**src/rtl/kpd_pkg.sv**
```systemverilog
package kpd_pkg;

    // ------------------------------------------------------------
    // Register offsets
    // ------------------------------------------------------------
    localparam logic [7:0] DRIVE_LINE_OFS      = 8'hd1;
    localparam logic [7:0] SENSE_LINE_OFS      = 8'hd2;
    localparam logic [7:0] TIMING_CONFIG_OFS   = 8'hd3;
    localparam logic [7:0] CONTROL_FLAGS_OFS   = 8'hd4;
    localparam logic [7:0] EVENT_STATUS_OFS    = 8'hd8;
    localparam logic [7:0] EVENT_MASK_OFS      = 8'hd9;

    // ------------------------------------------------------------
    // Reset values
    // ------------------------------------------------------------
    localparam logic [4:0] DRIVE_LINE_RST      = 5'h1f;
    localparam logic [5:0] SENSE_LINE_RST      = 6'h3f;
    localparam logic [7:0] TIMING_CONFIG_RST   = 8'h00;
    localparam logic [2:0] EVENT_RST           = 3'h0;

    // ------------------------------------------------------------
    // Field positions
    // ------------------------------------------------------------
    localparam int DEBOUNCE_MSB                = 7;
    localparam int DEBOUNCE_LSB                = 2;
    localparam int INTERVAL_MSB                = 1;
    localparam int INTERVAL_LSB                = 0;
    localparam int CTL_IRQ_ENABLE_BIT          = 0;
    localparam int CTL_KEY_DETECT_BIT          = 1;
    localparam int CTL_AUTO_SCAN_BIT           = 2;
    localparam int CTL_TIME_BASE_BIT           = 3;
    localparam int EVT_VALID_KEY_BIT           = 0;
    localparam int EVT_INVALID_KEY_BIT         = 1;
    localparam int EVT_EDGE_BIT                = 2;

    // ------------------------------------------------------------
    // Matrix size
    // ------------------------------------------------------------
    localparam int          DRIVE_LINES        = 5;
    localparam int          SENSE_LINES        = 6;
    localparam logic [2:0]  LAST_DRIVE         = 3'h4;
    localparam logic [2:0]  LAST_SENSE         = 3'h5;

    // ------------------------------------------------------------
    // Timing
    // ------------------------------------------------------------
    localparam int CLK_PERIOD_NS               = 25;
    localparam int TIME_BASE_PERIOD_NS         = 1000000;
    localparam int TIME_BASE_CYCLES            = TIME_BASE_PERIOD_NS / CLK_PERIOD_NS;
    localparam int DEBOUNCE_STEP_MS            = 4;
    localparam int DEBOUNCE_MAX_MS             = 256;
    localparam int TIME_BASE_MS                = 1;
    localparam logic [8:0] DEBOUNCE_STEP_TICKS = 9'(DEBOUNCE_STEP_MS / TIME_BASE_MS);
    localparam logic [8:0] DEBOUNCE_MAX_TICKS  = 9'(DEBOUNCE_MAX_MS / TIME_BASE_MS);
    localparam logic [8:0] INTERVAL_1_TICKS    = 9'(1 / TIME_BASE_MS);
    localparam logic [8:0] INTERVAL_2_TICKS    = 9'(2 / TIME_BASE_MS);
    localparam logic [8:0] INTERVAL_3_TICKS    = 9'(3 / TIME_BASE_MS);
    localparam logic [8:0] INTERVAL_4_TICKS    = 9'(4 / TIME_BASE_MS);

    // ------------------------------------------------------------
    // Types
    // ------------------------------------------------------------
    typedef struct packed {
        logic [7:0] addr;
        logic [7:0] wrData;
        logic       wrStrobe;
        logic       rdStrobe;
    } kpd_bus_req_type;

    typedef struct packed {
        logic [5:0] debouncePeriodField;
        logic [1:0] perKeyIntervalField;
    } kpd_timing_type;

    typedef enum logic [2:0] {
        SC_IDLE,
        SC_PRESS_DEBOUNCE,
        SC_SCAN,
        SC_REPORT,
        SC_WAIT_RELEASE,
        SC_RELEASE_DEBOUNCE
    } kpd_scan_state_type;

endpackage : kpd_pkg

```
**src/rtl/kpd_scanner.sv**
```systemverilog
`timescale 1ns/100ps

module kpd_scanner
    import kpd_pkg::*;
#(
    parameter int TIME_BASE_DIVIDE = TIME_BASE_CYCLES
) (
    input  wire logic            sys_clk,
    input  wire logic            sys_rst,
    input  wire kpd_bus_req_type busReq,
    output logic [7:0]           busRdData,
    input  wire logic            timeBaseEnable,
    input  wire logic [5:0]      senseIn,
    output logic [4:0]           driveOut,
    output logic                 irqOut
);

    // ------------------------------------------------------------
    // Time base
    // ------------------------------------------------------------
    logic timeTick;
    logic timeBaseLevel;

    kpd_time_base #(
        .DIVIDE (TIME_BASE_DIVIDE)
    ) u_time_base (
        .sys_clk   (sys_clk),
        .sys_rst   (sys_rst),
        .runEnable (timeBaseEnable),
        .tick      (timeTick),
        .level     (timeBaseLevel)
    );

    // ------------------------------------------------------------
    // Sense pin synchroniser
    // ------------------------------------------------------------
    logic [5:0] senseMeta_q;
    logic [5:0] senseSync_q;
    logic       prevAllHigh_q;

    always_ff @(posedge sys_clk)
    begin
        if (sys_rst)
        begin
            senseMeta_q <= SENSE_LINE_RST;
            senseSync_q <= SENSE_LINE_RST;
        end
        else
        begin
            senseMeta_q <= senseIn;
            senseSync_q <= senseMeta_q;
        end
    end

    logic allHigh;
    logic bypassEdge;

    assign allHigh    = &senseSync_q;
    // Runs on the system clock, so it works with the time base stopped
    assign bypassEdge = prevAllHigh_q && !allHigh;

    always_ff @(posedge sys_clk)
    begin
        if (sys_rst)
        begin
            prevAllHigh_q <= 1'b1;
        end
        else
        begin
            prevAllHigh_q <= allHigh;
        end
    end

    // ------------------------------------------------------------
    // Registers
    // ------------------------------------------------------------
    kpd_timing_type timing_q;
    logic           autoScanEnable_q;
    logic           irqEnable_q;
    logic           keyDetect_q;
    logic [4:0]     driveReg_q;
    logic [5:0]     senseReg_q;
    logic [2:0]     evtStatus_q;
    logic [2:0]     evtMask_q;
    logic           keyValidPulse_q;
    logic           keyInvalidPulse_q;
    logic           storeKey;
    logic [4:0]     foundDrive_q;
    logic [5:0]     foundSense_q;

    logic wrTiming;
    logic wrControl;
    logic rdControl;

    assign wrTiming  = busReq.wrStrobe && busReq.addr == TIMING_CONFIG_OFS;
    assign wrControl = busReq.wrStrobe && busReq.addr == CONTROL_FLAGS_OFS;
    assign rdControl = busReq.rdStrobe && busReq.addr == CONTROL_FLAGS_OFS;

    always_ff @(posedge sys_clk)
    begin
        if (sys_rst)
        begin
            timing_q <= TIMING_CONFIG_RST;
        end
        else if (wrTiming)
        begin
            timing_q <= busReq.wrData;
        end
    end

    always_ff @(posedge sys_clk)
    begin
        if (sys_rst)
        begin
            autoScanEnable_q <= 1'b0;
            irqEnable_q      <= 1'b0;
        end
        else if (wrControl)
        begin
            autoScanEnable_q <= busReq.wrData[CTL_AUTO_SCAN_BIT];
            irqEnable_q      <= busReq.wrData[CTL_IRQ_ENABLE_BIT];
        end
    end

    logic keySet;

    assign keySet = autoScanEnable_q ? keyValidPulse_q : bypassEdge;

    // Set is tested first so a detection landing on the clearing read survives
    always_ff @(posedge sys_clk)
    begin
        if (sys_rst)
        begin
            keyDetect_q <= 1'b0;
        end
        else if (keySet)
        begin
            keyDetect_q <= 1'b1;
        end
        else if (rdControl)
        begin
            keyDetect_q <= 1'b0;
        end
    end

    // Firmware owns the drive register only in bypass mode
    always_ff @(posedge sys_clk)
    begin
        if (sys_rst)
        begin
            driveReg_q <= DRIVE_LINE_RST;
            senseReg_q <= SENSE_LINE_RST;
        end
        else if (storeKey)
        begin
            driveReg_q <= foundDrive_q;
            senseReg_q <= foundSense_q;
        end
        else if (!autoScanEnable_q && busReq.wrStrobe && busReq.addr == DRIVE_LINE_OFS)
        begin
            driveReg_q <= busReq.wrData[4:0];
        end
    end

    // ------------------------------------------------------------
    // Event status and mask
    // ------------------------------------------------------------
    logic [2:0] evtSet;

    assign evtSet = {bypassEdge && !autoScanEnable_q, keyInvalidPulse_q, keyValidPulse_q};

    always_ff @(posedge sys_clk)
    begin
        if (sys_rst)
        begin
            evtStatus_q <= EVENT_RST;
        end
        else if (busReq.wrStrobe && busReq.addr == EVENT_STATUS_OFS)
        begin
            evtStatus_q <= (evtStatus_q & ~busReq.wrData[2:0]) | evtSet;
        end
        else
        begin
            evtStatus_q <= evtStatus_q | evtSet;
        end
    end

    always_ff @(posedge sys_clk)
    begin
        if (sys_rst)
        begin
            evtMask_q <= EVENT_RST;
        end
        else if (busReq.wrStrobe && busReq.addr == EVENT_MASK_OFS)
        begin
            evtMask_q <= busReq.wrData[2:0];
        end
    end

    always_ff @(posedge sys_clk)
    begin
        if (sys_rst)
        begin
            irqOut <= 1'b0;
        end
        else
        begin
            irqOut <= (keyDetect_q && irqEnable_q) || |(evtStatus_q & evtMask_q);
        end
    end

    // ------------------------------------------------------------
    // Read port
    // ------------------------------------------------------------
    logic [7:0] rdValue;

    always_comb
    begin
        rdValue = 8'h00;
        unique case (busReq.addr)
            DRIVE_LINE_OFS:    rdValue = {3'h0, driveReg_q};
            SENSE_LINE_OFS:    rdValue = {2'h0, autoScanEnable_q ? senseReg_q : senseSync_q};
            TIMING_CONFIG_OFS: rdValue = timing_q;
            CONTROL_FLAGS_OFS: rdValue = {4'h0, timeBaseLevel, autoScanEnable_q,
                                          keyDetect_q, irqEnable_q};
            EVENT_STATUS_OFS:  rdValue = {5'h00, evtStatus_q};
            EVENT_MASK_OFS:    rdValue = {5'h00, evtMask_q};
            default:           rdValue = 8'h00;
        endcase
    end

    always_ff @(posedge sys_clk)
    begin
        if (sys_rst)
        begin
            busRdData <= 8'h00;
        end
        else if (busReq.rdStrobe)
        begin
            busRdData <= rdValue;
        end
        else
        begin
            busRdData <= 8'h00;
        end
    end

    // ------------------------------------------------------------
    // Interval targets in time base ticks
    // ------------------------------------------------------------
    logic [8:0] debounceTicks;
    logic [8:0] intervalTicks;

    always_comb
    begin
        if (timing_q.debouncePeriodField == 6'h00)
        begin
            debounceTicks = DEBOUNCE_MAX_TICKS;
        end
        else
        begin
            debounceTicks = 9'(timing_q.debouncePeriodField * DEBOUNCE_STEP_TICKS);
        end
    end

    always_comb
    begin
        unique case (timing_q.perKeyIntervalField)
            2'h1:    intervalTicks = INTERVAL_1_TICKS;
            2'h2:    intervalTicks = INTERVAL_2_TICKS;
            2'h3:    intervalTicks = INTERVAL_3_TICKS;
            default: intervalTicks = INTERVAL_4_TICKS;
        endcase
    end

    // ------------------------------------------------------------
    // Hardware scan sequencer
    // ------------------------------------------------------------
    kpd_scan_state_type state_q;
    logic [8:0]         tickCnt_q;
    logic [2:0]         colIdx_q;
    logic [2:0]         rowIdx_q;
    logic [1:0]         hits_q;
    logic               debounceDone;
    logic               intervalDone;
    logic               lastKey;

    assign debounceDone = timeTick && (tickCnt_q + 9'h001 >= debounceTicks);
    assign intervalDone = timeTick && (tickCnt_q + 9'h001 >= intervalTicks);
    assign lastKey      = colIdx_q == LAST_DRIVE && rowIdx_q == LAST_SENSE;
    assign storeKey     = state_q == SC_REPORT && hits_q == 2'h1;

    always_ff @(posedge sys_clk)
    begin
        if (sys_rst || !autoScanEnable_q)
        begin
            state_q           <= SC_IDLE;
            tickCnt_q         <= 9'h000;
            colIdx_q          <= 3'h0;
            rowIdx_q          <= 3'h0;
            hits_q            <= 2'h0;
            foundDrive_q      <= DRIVE_LINE_RST;
            foundSense_q      <= SENSE_LINE_RST;
            keyValidPulse_q   <= 1'b0;
            keyInvalidPulse_q <= 1'b0;
        end
        else
        begin
            keyValidPulse_q   <= storeKey;
            keyInvalidPulse_q <= state_q == SC_REPORT && hits_q != 2'h1;
            if (timeTick)
            begin
                tickCnt_q <= tickCnt_q + 9'h001;
            end
            unique case (state_q)
                SC_IDLE:
                begin
                    tickCnt_q <= 9'h000;
                    if (!allHigh)
                    begin
                        state_q <= SC_PRESS_DEBOUNCE;
                    end
                end
                SC_PRESS_DEBOUNCE:
                begin
                    if (debounceDone)
                    begin
                        tickCnt_q <= 9'h000;
                        colIdx_q  <= 3'h0;
                        rowIdx_q  <= 3'h0;
                        hits_q    <= 2'h0;
                        state_q   <= allHigh ? SC_IDLE : SC_SCAN;
                    end
                end
                SC_SCAN:
                begin
                    if (intervalDone)
                    begin
                        tickCnt_q <= 9'h000;
                        if (!senseSync_q[rowIdx_q])
                        begin
                            if (hits_q != 2'h2)
                            begin
                                hits_q <= hits_q + 2'h1;
                            end
                            foundDrive_q <= ~(5'h01 << colIdx_q);
                            foundSense_q <= ~(6'h01 << rowIdx_q);
                        end
                        if (lastKey)
                        begin
                            state_q <= SC_REPORT;
                        end
                        else if (rowIdx_q == LAST_SENSE)
                        begin
                            rowIdx_q <= 3'h0;
                            colIdx_q <= colIdx_q + 3'h1;
                        end
                        else
                        begin
                            rowIdx_q <= rowIdx_q + 3'h1;
                        end
                    end
                end
                SC_REPORT:
                begin
                    state_q <= SC_WAIT_RELEASE;
                end
                SC_WAIT_RELEASE:
                begin
                    tickCnt_q <= 9'h000;
                    if (allHigh)
                    begin
                        state_q <= SC_RELEASE_DEBOUNCE;
                    end
                end
                SC_RELEASE_DEBOUNCE:
                begin
                    if (!allHigh)
                    begin
                        tickCnt_q <= 9'h000;
                    end
                    else if (debounceDone)
                    begin
                        state_q <= SC_IDLE;
                    end
                end
            endcase
        end
    end

    // ------------------------------------------------------------
    // Drive lines
    // ------------------------------------------------------------
    always_ff @(posedge sys_clk)
    begin
        if (sys_rst)
        begin
            driveOut <= DRIVE_LINE_RST;
        end
        else if (!autoScanEnable_q)
        begin
            driveOut <= driveReg_q;
        end
        else if (state_q == SC_SCAN)
        begin
            driveOut <= ~(5'h01 << colIdx_q);
        end
        else
        begin
            driveOut <= 5'h00;
        end
    end

endmodule : kpd_scanner

```
**src/rtl/kpd_time_base.sv**
```systemverilog
`timescale 1ns/100ps

module kpd_time_base #(
    parameter int DIVIDE = 40000
) (
    input  wire logic sys_clk,
    input  wire logic sys_rst,
    input  wire logic runEnable,
    output logic      tick,
    output logic      level
);

    logic [15:0] count_q;

    always_ff @(posedge sys_clk)
    begin
        if (sys_rst || !runEnable)
        begin
            count_q <= 16'h0000;
        end
        else if (count_q == 16'(DIVIDE - 1))
        begin
            count_q <= 16'h0000;
        end
        else
        begin
            count_q <= count_q + 16'h0001;
        end
    end

    // Tick fires once per period; level is high for the first half
    always_ff @(posedge sys_clk)
    begin
        if (sys_rst || !runEnable)
        begin
            tick  <= 1'b0;
            level <= 1'b0;
        end
        else
        begin
            tick  <= (count_q == 16'(DIVIDE - 1));
            level <= (count_q < 16'(DIVIDE / 2));
        end
    end

endmodule : kpd_time_base

```
**config.mk**
```make
export PLATFORM = sky130hd
export DESIGN_NAME = kpd_scanner
export DESIGN_NICKNAME = d
export VERILOG_FILES = /design/src/rtl/kpd_pkg.sv /design/src/rtl/kpd_scanner.sv /design/src/rtl/kpd_time_base.sv
export SDC_FILE = /design/constraint.sdc
export NUM_CORES = 1
export LEC_CHECK = 0
export ABC_AREA = 1
export BUFFER_PORTS_ARGS = -buffer_cell sky130_fd_sc_hd__clkbuf_2
export CORE_MARGIN = 3
export CORE_UTILIZATION = 45
export DETAILED_ROUTE_END_ITERATION = 16
export PLACE_DENSITY = 0.61
export SYNTH_ARGS = -nofsm -noshare
export SYNTH_HDL_FRONTEND = slang
export SYNTH_HIERARCHICAL = 1
export SYNTH_SLANG_ARGS = --single-unit
export TNS_END_PERCENT = 100
```
**constraint.sdc**
```tcl
create_clock -name sys_clk -period 3.1 [get_ports sys_clk]
set_input_delay 0.31 -clock sys_clk [delete_from_list [all_inputs] [get_ports sys_clk]]
set_output_delay 0.31 -clock sys_clk [all_outputs]
set_load 0.03 [all_outputs]
```
==> summary.txt <==
Run status
  • Outcome: completed

Setup path
  • Worst Setup Start Kind: flip-flop
  • Reg2Reg Capture Point: tickCnt_q[4]
  • Number of logic stages on the critical path including buffering: 16
  • Kind of end point of the critical path: flip-flop
  • CP bufs+invs: 2
  • Critical path class: flip-flop to flip-flop
  • Top fanout value on the critical path: 13
  • Top cell by count, worst path: nand2_1
  • Worst reg2reg path depth: 16
  • Endpoint of the most critical setup path: tickCnt_q[4]
  • Worst-case register-to-register setup slack: 420 ps
  • Peak per-stage delay on the critical path: around 430 ps
  • Slowest cell on the critical path: dfxtp_1
  • Cell class contributing the biggest share of worst-path delay: simple AND/OR/NAND/NOR gates
  • Worst flop-to-flop path startpoint: tickCnt_q[0]
  • Endpoint required time on the critical path: about 3300 ps
  • Cells along the critical path: ha_1 -> nand2_2 -> nor2_2 -> nand3_1 -> nand2_1 -> inv_1 -> ha_1 -> inv_1 -> o21bai_1 -> a21oi_1 -> nand2_1 -> nand2_1 -> nand2_2 -> nand4_2 -> nand2_1 -> nor2_1
  • Launch point of the worst path: tickCnt_q[0]
  • Worst endpoint data arrival time: 2930 ps

Synth
  • Post-synthesis cell count: around 760
  • Netlist cell types: 45
  • Area of the mapped netlist: about 0.0053 mm2
  • Average cell area after synthesis: just over 7 um2
  • Leading cell type by number of instances after synthesis: nand2_1
  • Cell type with the largest total area after synthesis: dfxtp_1
  • Most used standard cells in the synthesized netlist: 154 x nand2_1, 107 x inv_1, 106 x dfxtp_1, 87 x nor2_1, 54 x o21ai_0
  • Primary FF master, synth: dfxtp_1
  • Post-synth net total: 800
  • Asr flop ratio synth: 0
  • EDFF count, synth: 0
  • Fraction of synthesized cell area taken by the top area cell type: 0.399
  • Share of synthesized area occupied by flip-flops and latches: 0.399
  • Largest cells by area after synthesis: dfxtp_1 40%, nand2_1 11%, inv_1 7.6%
  • Register bit total from synthesis: between 100 and 150
  • Ys Warns: 6

Floorplan
  • Count of standard-cell rows: 39
  • Full die area: 0.0131 mm2
  • Initial core utilization: 0.463
  • Floorplan core area: between 0.01 and 0.015 mm2
  • Vertical die dimension: around 110 um
  • Horizontal die dimension: ~110 um
  • Top-level port count: 41

Cells and area
  • N_diodes: 0
  • Area delta synth->final: 11.2%
  • Fraction of layout instances using a drive strength above 1: 0.132
  • Post-route cell area: slightly below 0.006 mm2
  • Net count of the finished layout: 835
  • Non-filler cells, final: ~940
  • Filler Cells Inserted: 1154
  • Core Util, Final: 0.515

Detailed routing
  • Via-to-Cell Ratio: ~5.1
  • Total number of vias: ~4.8k
  • Post-detailed-routing wire length: about 12000 um
  • 1st-iter DRT viols: just under 400
  • DRC errors left: 0
  • Post-detailed-route wirelength per cell: around 13 um
  • Number of routed nets with antenna violations: 0
  • Initial DRT Pass Iterations: 5

STA
  • Final setup viols: 0
  • WHS: around 140 ps
  • Layout Skew: just over 7 ps
  • Number of max-slew violations in the final report: 0
  • Minimum setup slack in the final design: approximately 420 ps
  • Setup repair after global routing missed its margin: no
  • Min Clock Period, post-route: 2680 ps
  • Tightest Pin Transition: between 700 and 800 ps
  • Headroom to the max-slew limit: 0.509
  • Hold violation count in the final report: 0
  • Setup TNS after final layout: 0 ps
  • Upper clock frequency limit: approximately 370 MHz
  • Fin crit share: 0.866

Pwr
  • Proportion of total power due to net switching: 0.222
  • Combinational share of power: 0.038
  • Reg power frac: 0.538
  • Int Power: 2.00 mW
  • Pwr dens: around 430 mW/mm2
  • Static leakage power: 2.54 nW
  • Psw: between 0.5 and 0.6 mW
  • IR Drop Worst-Case VDD: between 500 and 600 uV
  • Total design power: around 2.6 mW
  • Clk network pwr share: 0.425

Global routing
  • First-pass GRT wire length: between 20000 and 25000 um
  • Total congestion overflow after global routing: 0
  • Maximum number of pins on one net before global-route repair: 29
  • Number of antenna violations at the first check in global routing: 0
  • Total global-route track usage: 0.197
  • Vias in the first global route: between 4k and 5k

Clock network
  • Clock input transition at the sequential cells of the worst setup and hold paths: 70 ps
  • Resized cells post-CTS: 0
  • Number of clock sinks: 106
  • Later-pin clock latency in the skew report: 350 ps
  • Clk buf depth: 2
  • Clock tree from TritonCTS: built
  • Post-CTS setup buffer count: 0
  • Clock buffers created by TritonCTS: 9
  • Number of H-tree branching levels: 3
  • Cell chosen for the clock root: clkbuf_16
  • Number of hold-repair buffers added at the cts stage: 0

Job
  • Max cap viols: 0

Place
  • Worst setup slack before clock tree synthesis: roughly 410 ps
  • Instance area after placement: ~0.0056 mm2
  • DP HPWL: 9360 um
  • Count of input and output buffers: 40
  • Gpl congestion: about 0.89
  • Placed Instances: 922

Min path
  • Class of the worst hold path: input pin to flip-flop
[worst min path at each step]
stage	slack, ps	start	depth (start not counted)	to
after floorplan	390	sys_rst	1	u_time_base/tick
after global placement	390	senseMeta_q[2]	1	senseSync_q[2]
after detailed placement	390	senseMeta_q[2]	1	senseSync_q[2]
after CTS	130	senseIn[1]	2	senseMeta_q[1]
after global routing	130	senseIn[1]	2	senseMeta_q[1]
final	140	senseIn[1]	2	senseMeta_q[1]
[routing by layer]
metal / share of wire / global-route usage / vias to the layer above
li1: - / - / 2511
met1: 0.47 / 0.244 / 2197
met2: 0.47 / 0.343 / 94
met3: 0.045 / 0.0439 / 14
met4: 0.012 / 0.0562 / 0
met5: 0 / 0 / -
[state kept, by name (all words and copies together), names as in the netlist, 2 cells and up]
name                 cells
timing_q                 8
foundDrive_q             5
u_time_base/count_q     16
busRdData                8
hits_q                   2
driveOut                 5
colIdx_q                 3
evtStatus_q              3
foundSense_q             6
rowIdx_q                 3
evtMask_q                3
driveReg_q               5
senseSync_q              6
senseReg_q               6
tickCnt_q                9
state_q                  3
senseMeta_q              6
[cell type report]
cell class	count	area (um2)	share of cell area
clock inverters	4	26.3	0.00445
clock buffers	12	256	0.0434
repair buffers	45	238	0.0402
flip-flops and latches	106	2120	0.359
well taps	143	179	0.0303
inverters	111	417	0.0705
multi-input cells	517	2670	0.452
[cells by family after synthesis]
kind of cell    share of synthesized area
simple gates                        0.310
buf+inv                            0.0977
compound gates                      0.137
flops                               0.399
fa+ha+maj                          0.0424
xor+xnor                           0.0132
[layout by cell type (no fill, tap or decap), types with 4 or more instances in the layout]
cell type,synthesis,routed
nand4_1,12,12
a21oi_1,38,38
ha_1,18,18
nand2_2,7,7
inv_1,107,107
nor2_1,87,87
o22ai_1,4,4
clkbuf_16,0,9
nor2_2,5,5
o21ai_0,54,54
or2_2,18,18
nand2_1,154,154
nor3_1,15,15
xor2_1,6,6
dfxtp_1,106,106
buf_4,1,5
clkbuf_2,0,40
o211ai_1,9,9
nand3_1,53,53
[power by group through the flow]
stage	clock (mW)	sequential (mW)	combinational, mW
floorplan	0	1.41	0.0549
global placement	0	1.41	0.0943
detailed placement	0	1.41	0.0964
CTS	1.12	1.38	0.0969
global route	1.17	1.38	0.110
finish	1.09	1.38	0.0966
Note: power is estimated with default switching activity, not from simulation.
